==> src/inc/mipwm_defines.svh <==
// Purpose: Constants for the interleaved phase sequencer
// Assumes: 200 MHz core clock
// Notes:   Counts are in core clock cycles
`ifndef MIPWM_DEFINES_SVH
`define MIPWM_DEFINES_SVH
`define MIPWM_CLK_MHZ        200
`define MIPWM_FSW_KHZ        1000
`define MIPWM_PERIOD_CYC     ((`MIPWM_CLK_MHZ * 1000) / `MIPWM_FSW_KHZ)
`define MIPWM_MIN_PERIOD     8
`define MIPWM_CNT_W          16
`define MIPWM_NPH            4
`define MIPWM_ISAMP_W        8
`define MIPWM_DRIVE_RST      1'b0
`define MIPWM_POWER_OK_OUT_RST      1'b0
`define MIPWM_CROWBAR_RST    1'b0
`endif

==> src/inc/mipwm_pkg.sv <==
// Purpose: Types for the interleaved phase sequencer
// Assumes: Nothing
// Notes:   Phase count modes
package mipwm_pkg;
    typedef enum logic [1:0]
    {
        MIPWM_TWO,
        MIPWM_THREE,
        MIPWM_FOUR
    } mipwm_mode_t;
endpackage

==> src/inc/mipwm_phase_if.sv <==
// Purpose: Signals between the sequencer and one phase channel
// Assumes: Single clock domain
// Notes:   One instance per phase
`timescale 1ns/1ps
`default_nettype none
interface mipwm_phase_if #(parameter int CNT_W = 16);
    logic             active;
    logic             term;
    logic [CNT_W-1:0] min_off;
    logic             drive;
    logic             fall;
    modport seq (output active, output term, output min_off, input drive, input fall);
    modport chan (input active, input term, input min_off, output drive, output fall);
endinterface
`default_nettype wire

==> src/hw/mipwm_phase.sv <==
// Purpose: One phase output with forced off time and ramp set
// Assumes: Ramp crossing input already synchronised
// Notes:   Fall is a one-cycle pulse on a falling edge caused by term, not on one caused by inactive
`timescale 1ns/1ps
`default_nettype none
`include "mipwm_defines.svh"
module mipwm_phase #(
    parameter int CNT_W = `MIPWM_CNT_W
) (
    // Clock and reset
    input  wire logic  sys_clk,
    input  wire logic  rst,
    // Sequencer side
    mipwm_phase_if.chan ph,
    // Comparator
    input  wire logic  ramp_cross_in
);
    logic             drive_r;
    logic             drive_nxt;
    logic [CNT_W-1:0] off_cnt_r;
    logic [CNT_W-1:0] off_cnt_nxt;
    logic             fall_r;
    logic             fall_nxt;

    always_comb
    begin
        drive_nxt   = drive_r;
        off_cnt_nxt = off_cnt_r;
        fall_nxt    = 1'b0;
        if (!ph.active)
        begin
            drive_nxt   = 1'b0;
            off_cnt_nxt = ph.min_off;
        end
        else if (ph.term)
        begin
            fall_nxt    = drive_r;
            drive_nxt   = 1'b0;
            off_cnt_nxt = ph.min_off;
        end
        else if (off_cnt_r != '0)
        begin
            off_cnt_nxt = off_cnt_r - 1'b1;
        end
        else if (ramp_cross_in)
        begin
            drive_nxt = 1'b1;
        end
    end

    always_ff @(posedge sys_clk)
    begin
        if (rst)
        begin
            drive_r   <= `MIPWM_DRIVE_RST;
            off_cnt_r <= '0;
            fall_r    <= 1'b0;
        end
        else
        begin
            drive_r   <= drive_nxt;
            off_cnt_r <= off_cnt_nxt;
            fall_r    <= fall_nxt;
        end
    end

    assign ph.drive = drive_r;
    assign ph.fall  = fall_r;
endmodule
`default_nettype wire

==> src/hw/mipwm_seq.sv <==
// Purpose: Multiphase interleaved pulse sequencer top
// Assumes: All inputs synchronous to sys_clk
// Notes:   Straps and period load only while disabled
`timescale 1ns/1ps
`default_nettype none
`include "mipwm_defines.svh"
module mipwm_seq #(
    parameter int CNT_W   = `MIPWM_CNT_W,
    parameter int SAMP_W  = `MIPWM_ISAMP_W,
    parameter int PERIOD  = `MIPWM_PERIOD_CYC
) (
    // Clock and reset
    input  wire logic              sys_clk,
    input  wire logic              rst,
    // Control
    input  wire logic              logic_enable_in,
    input  wire logic [CNT_W-1:0]  switching_freq_set,
    // Straps seen on phase three and four pins
    input  wire logic              strap3_in,
    input  wire logic              strap4_in,
    // Analog status
    input  wire logic [3:0]        ramp_cross_in,
    input  wire logic              soft_start_done_in,
    input  wire logic              undervoltage_in,
    input  wire logic              overvoltage_in,
    input  wire logic [4*SAMP_W-1:0] isense_in,
    // Outputs
    output logic                   phase1_drive_out,
    output logic                   phase2_drive_out,
    output logic                   phase3_drive_out,
    output logic                   phase4_drive_out,
    output logic                   power_ok_out,
    output logic                   overvoltage_crowbar_out,
    output logic [4*SAMP_W-1:0]    isample_out,
    output logic [2:0]             active_phases_out
);
    mipwm_pkg::mipwm_mode_t mode_r;
    mipwm_pkg::mipwm_mode_t mode_nxt;
    logic [CNT_W-1:0]       per_r;
    logic [CNT_W-1:0]       per_nxt;
    logic [CNT_W-1:0]       cnt_r;
    logic [CNT_W-1:0]       cnt_nxt;
    logic                   pok_r;
    logic                   pok_nxt;
    logic                   ovp_r;
    logic                   ovp_nxt;
    logic [2:0]             nact_r;
    logic [2:0]             nact_nxt;
    logic [3:0]             drive_w;
    logic [3:0]             fall_w;
    logic [3:0]             drive_r;
    logic [4*SAMP_W-1:0]    samp_r;
    logic [4*SAMP_W-1:0]    samp_nxt;
    logic [CNT_W-1:0]       step;
    logic [CNT_W-1:0]       third;
    logic                   run;

    assign run   = logic_enable_in && !ovp_r;
    assign third = CNT_W'(per_r / 3);

    always_comb
    begin
        case (mode_r)
            mipwm_pkg::MIPWM_TWO:   step = CNT_W'(per_r / 2);
            mipwm_pkg::MIPWM_THREE: step = third;
            mipwm_pkg::MIPWM_FOUR:  step = CNT_W'(per_r / 4);
            default:                step = CNT_W'(per_r / 4);
        endcase
    end

    // Configuration loads only while disabled
    always_comb
    begin
        mode_nxt = mode_r;
        per_nxt  = per_r;
        nact_nxt = nact_r;
        if (!logic_enable_in)
        begin
            if (switching_freq_set < CNT_W'(`MIPWM_MIN_PERIOD))
            begin
                per_nxt = CNT_W'(PERIOD);
            end
            else
            begin
                per_nxt = switching_freq_set;
            end
            if (strap3_in)
            begin
                mode_nxt = mipwm_pkg::MIPWM_TWO;
                nact_nxt = 3'd2;
            end
            else if (strap4_in)
            begin
                mode_nxt = mipwm_pkg::MIPWM_THREE;
                nact_nxt = 3'd3;
            end
            else
            begin
                mode_nxt = mipwm_pkg::MIPWM_FOUR;
                nact_nxt = 3'd4;
            end
        end
    end

    // Phase counter; count zero terminates phase one
    always_comb
    begin
        cnt_nxt = '0;
        if (run)
        begin
            if (cnt_r >= per_r - 1'b1)
            begin
                cnt_nxt = '0;
            end
            else
            begin
                cnt_nxt = cnt_r + 1'b1;
            end
        end
    end

    // Crowbar latch and power good
    always_comb
    begin
        ovp_nxt = ovp_r;
        pok_nxt = 1'b0;
        if (!logic_enable_in)
        begin
            ovp_nxt = 1'b0;
        end
        else
        begin
            if (overvoltage_in)
            begin
                ovp_nxt = 1'b1;
            end
            pok_nxt = soft_start_done_in && !undervoltage_in && !ovp_nxt;
        end
    end

    genvar g;
    generate
        for (g = 0; g < 4; g++)
        begin : gen_ph
            mipwm_phase_if #(.CNT_W(CNT_W)) pif ();
            assign pif.active  = run && (g < nact_r);
            assign pif.term    = (cnt_r == CNT_W'(g) * step);
            assign pif.min_off = third;
            assign drive_w[g]  = pif.drive;
            assign fall_w[g]   = pif.fall;
            assign samp_nxt[g*SAMP_W +: SAMP_W] = fall_w[g] ?
                isense_in[g*SAMP_W +: SAMP_W] : samp_r[g*SAMP_W +: SAMP_W];
            mipwm_phase #(.CNT_W(CNT_W)) u_ph (
                .sys_clk      (sys_clk),
                .rst          (rst),
                .ph           (pif),
                .ramp_cross_in(ramp_cross_in[g])
            );
        end
    endgenerate

    // Configuration registers
    always_ff @(posedge sys_clk)
    begin
        if (rst)
        begin
            mode_r <= mipwm_pkg::MIPWM_FOUR;
            per_r  <= CNT_W'(PERIOD);
            nact_r <= 3'd4;
        end
        else
        begin
            mode_r <= mode_nxt;
            per_r  <= per_nxt;
            nact_r <= nact_nxt;
        end
    end

    // Phase counter register
    always_ff @(posedge sys_clk)
    begin
        if (rst)
        begin
            cnt_r <= '0;
        end
        else
        begin
            cnt_r <= cnt_nxt;
        end
    end

    // Fault registers
    always_ff @(posedge sys_clk)
    begin
        if (rst)
        begin
            pok_r <= `MIPWM_POWER_OK_OUT_RST;
            ovp_r <= `MIPWM_CROWBAR_RST;
        end
        else
        begin
            pok_r <= pok_nxt;
            ovp_r <= ovp_nxt;
        end
    end

    // Sample and output registers
    always_ff @(posedge sys_clk)
    begin
        if (rst)
        begin
            samp_r  <= '0;
            drive_r <= 4'h0;
        end
        else
        begin
            samp_r  <= samp_nxt;
            drive_r <= drive_w;
        end
    end

    assign phase1_drive_out        = drive_r[0];
    assign phase2_drive_out        = drive_r[1];
    assign phase3_drive_out        = drive_r[2];
    assign phase4_drive_out        = drive_r[3];
    assign power_ok_out            = pok_r;
    assign overvoltage_crowbar_out = ovp_r;
    assign isample_out             = samp_r;
    assign active_phases_out       = nact_r;
endmodule
`default_nettype wire

==> config.mk <==
export PLATFORM = sky130hd
export DESIGN_NAME = mipwm_seq
export DESIGN_NICKNAME = d
export VERILOG_FILES = /design/src/inc/mipwm_pkg.sv /design/src/inc/mipwm_phase_if.sv /design/src/hw/mipwm_phase.sv /design/src/hw/mipwm_seq.sv
export VERILOG_INCLUDE_DIRS = /design/src /design/src/inc
export SDC_FILE = /design/constraint.sdc
export NUM_CORES = 1
export LEC_CHECK = 0
export ABC_AREA = 1
export BUFFER_PORTS_ARGS = -buffer_cell sky130_fd_sc_hd__buf_4
export CAP_MARGIN = 30
export CORE_UTILIZATION = 29
export CTS_CLUSTER_DIAMETER = 30
export DETAILED_ROUTE_END_ITERATION = 7
export PLACE_DENSITY = 0.46
export SYNTH_ARGS = -nofsm -noshare
export SYNTH_HDL_FRONTEND = slang
export SYNTH_SLANG_ARGS = --single-unit
==> constraint.sdc <==
create_clock -name sys_clk -period 13.8 [get_ports sys_clk]
set_clock_uncertainty 0.15 [all_clocks]
set_input_delay 2.76 -clock sys_clk [delete_from_list [all_inputs] [get_ports sys_clk]]
set_output_delay 2.76 -clock sys_clk [all_outputs]
set_load 0.05 [all_outputs]
==> run summary <==
The logs give 5 for the number of iterations in the first detailed-routing pass and 26.5% for the sequential-to-total area share from yosys stat. Of the post-synthesis cell area, the dominant cell type holds 26.5%. The run finished with clean final reports. Across all layers, the routed design uses 10,700 vias.

Clock slew seen by the registers of the worst setup and hold paths: 80 ps. The worst hold path was traced through 2 stages. By area the synthesized netlist is led by dfxtp_1 26%, nand2_1 11%, nor2_1 8.6%, xor2_1 6.7%, inv_1 5.7%. The total global routing overflow is 0, and the part of the cycle the worst path needs is 89.2%.

The critical path starts at per_r[14]$_SDFFE_PP0N_. The global routing usage summed across all routing layers is 18.1%, and the count of unique library cells instantiated by Yosys is 63. For the worst setup path, the data required time is 13,990 ps. Headroom to the max-slew limit came out at 35.7%.

In this run the remaining antenna-violating nets after routing total 0. Relative to the synthesized area, the layout overhead comes to 16.2%. The post-detailed-route via-to-cell ratio came out at 4.77.

In this run, synthesis produced a sequential element count of 145. The logs give 0 for the hold violation total from the final report and 4 for the H-tree depth. The setup path with the least slack is of type flop to flop. The later pin in the worst-skew pair is clocked with a latency of 450 ps. The total length of routed wires is 33,900 um, and the routability-driven placement congestion ratio is 0.869. The clock tree buffer depth was 2; the final standard cell count with taps included and fillers excluded was 2,238. The area used by multi-input combinational logic is 7010 um2, and the proportion of layout cells with a drive suffix above 1 is 15.5%. After the last flow step, the layout net total stands at 1,823. A synthesized cell averages 6.68 um2. The worst hold path begins at gen_ph[1].u_ph.ph.drive$_SDFFE_PP0P_. Clock tree synthesis found a total of 145 sinks. The cell count of the worst reg-to-reg path is 83, and the data arrival time of the critical path is 12,500 ps.

Power density over cell area: 195 nW/um2. For the diode insertion count for antenna repair, the log shows 0. The logs give 1,741 for the number of nets in the synthesized netlist and 10,500 for the via count of the first global-routing pass. Input and output buffers added on the ports amount to 100. The number of cell rows came out at 70. The actual transition at the worst max-transition pin came out at 955 ps. The cell that appears most often on the critical path is nand2_1. The sequential cells in the finished layout cover a total of 2900 um2. The path with the worst hold slack has its endpoint at drive_r[1]$_SDFF_PP0_. For the number of buffers created by CTS, the log shows 17. For the synthesized area, the log shows 11,000 um2. The number of antenna violations at the first check in global routing came out at 0. TritonCTS built the clock tree. In this run the clock root is driven by a clkbuf_16. The run gives 0 ps as the final sum of negative setup slack. Synthesis produced 1,639 cells. Number of synthesized flops with an enable pin: 0.

The tightest min-delay check is of the flop to flop type. Placeable core region: 36,900 um2. The worst setup path is captured at a flop. The minimum period implied by the final worst setup slack is 12,310 ps, and the max-slew violation total from the final report is 0.

STA classifies the critical path startpoint as a flop. Derived from the worst setup path, the maximum achievable clock frequency is 0.0813 GHz. The Yosys step of the flow raised 0 warnings. The tools report the total die area as 38,600 um2. Entering global routing, the biggest net connects 50 pins. 101 I/O pins were placed.

The number of DRC violations after detailed-routing iteration 0 came out at 862. Setup repair after global routing left no endpoint under its margin. Once the floorplan was initialized, standard cells occupied 29.7% of the core.

The floorplan step set the die width to 196 um. VDD sags by at most 115 uV. The run gives 26,100 um as the sum of net half-perimeters after detailed placement.

The most used flip-flop cell after synthesis is dfxtp_1. The highest net fanout along the worst path is 19, and the global-route wire length before repair is 55,000 um. Total DRC errors in the routed layout: 0. The number of hold buffers added after cts was 0. For this run, the share of the core covered by cells in the final layout is 34.5%. The biggest cell delay along the critical path was 570 ps; the total power after layout was 2.48 mW. The final number of setup-violating endpoints was 0; the setup slack of the most critical reg-to-reg path was 1490 ps.

Of all flip-flops after synthesis, the portion carrying an async set or reset was 0%. Among all stages on the critical path, the largest delay is contributed by dfxtp_1. The worst register-to-register path ends at gen_ph[3].u_ph.off_cnt_r[14]$_SDFFE_PP0P_.

The startpoint identified for the worst register-to-register timing path is per_r[14]$_SDFFE_PP0N_. By count the netlist is led by 330 x nand2_1, 250 x nor2_1, 167 x inv_1. Dividing the detail-routed wire length by the instance count gives 15.1 um.

Most frequent cell after synthesis: nand2_1. For the number of max-cap violations, the log shows 0. The tools report the leakage power as 5.89 nW. The most area-hungry cell type in the Yosys netlist was dfxtp_1. The number of instances in the placed design is 2,206. The die is 196 um tall.

For the number of fill cells, the log shows 4,003.
==> kinds of logic after synthesis <==
logic type,synth area share (%)
buffers and inverters,9.56
XOR/XNOR,8.31
AO/OA/AOI/OAI,12.9
flip-flops,26.5
adder cells (fa/ha/maj),4.87
AND/OR/NAND/NOR,37.9
==> worst max-delay path by stage <==
stage                                                            to  slack (ps)  cells after the start
after floorplan           gen_ph[3].u_ph.off_cnt_r[12]$_SDFFE_PP0P_        3820                     91
after global placement     gen_ph[3].u_ph.off_cnt_r[2]$_SDFFE_PP0P_        1620                     76
after detailed placement  gen_ph[3].u_ph.off_cnt_r[14]$_SDFFE_PP0P_        1280                     84
after CTS                 gen_ph[3].u_ph.off_cnt_r[14]$_SDFFE_PP0P_        1230                     84
after global routing      gen_ph[3].u_ph.off_cnt_r[14]$_SDFFE_PP0P_         110                     85
final                     gen_ph[3].u_ph.off_cnt_r[14]$_SDFFE_PP0P_        1490                     83
==> per-layer routing <==
| layer | GRT usage (%) | part of all wire [%] | vias up |
|---|---|---|---|
| met5 | 0 | 0 | - |
| met4 | 6.19 | 2.3 | 0 |
| met3 | 3.32 | 4.4 | 37 |
| met2 | 30.5 | 46 | 244 |
| met1 | 23.1 | 48 | 4850 |
| li1 | - | - | 5543 |
==> cell usage in the layout (no fill, tap or decap), types with 23 or more instances in the layout <==
master     n
nand2_1  330
nand3_1   90
buf_4    107
inv_2     23
o21ai_0   79
ha_1      41
a21oi_1   68
inv_1    167
dfxtp_1  145
nor3_1    36
xor2_1    84
nor2_1   250
nand4_1   35
nand2_2   29
==> worst max-delay path: cells and delay by family, from the launching register on <==
family,cells,cell delay (ps)
flops,1,570
simple gates,58,7720
compound gates,8,1500
xor+xnor,2,350
buf+inv,11,910
fa+ha+maj,4,990
==> through the flow <==
stage               setup slack, ps  hold WS, ps  area [um2]
finish                         1490          271       12700
global route                    107          284       12700
CTS                            1230          272       12700
detailed placement             1280          260       12100
global placement               1620          266       12100
floorplan                      3820          250       11000
==> registers in the layout, indices dropped and copies added, names as in the netlist <==
register and count:
drive_r 4, power_ok_out 1, gen_ph.u_ph.off_cnt_r 64, active_phases_out 1
gen_ph.u_ph.ph.fall 4, isample_out 32, overvoltage_crowbar_out 1, cnt_r 16
mode_r 2, per_r 16, gen_ph.u_ph.ph.drive 4
==> final cells by class <==
type	count	area share, %
Tap cell	504	4.96
Timing Repair Buffer	107	6.31
Clock inverter	15	1.48
Inverter	202	6.00
Clock buffer	17	3.34
Sequential cell	145	22.8
Multi-Input combinational cell	1248	55.1
==> power breakdown <==
group | switching, mW | internal (mW) | total, mW
registers | 0.0556 | 0.474 | 0.530
clock network | 0.236 | 0.247 | 0.483
logic | 0.971 | 0.496 | 1.47
total | 1.26 | 1.22 | 2.48
==> timing repair <==
item / CTS / global route
setup buffers: 0 / 0
endpoints found under the setup margin: 0 / 13
gates resized for setup: 0 / 1
Power figures use the tool's default switching activity.
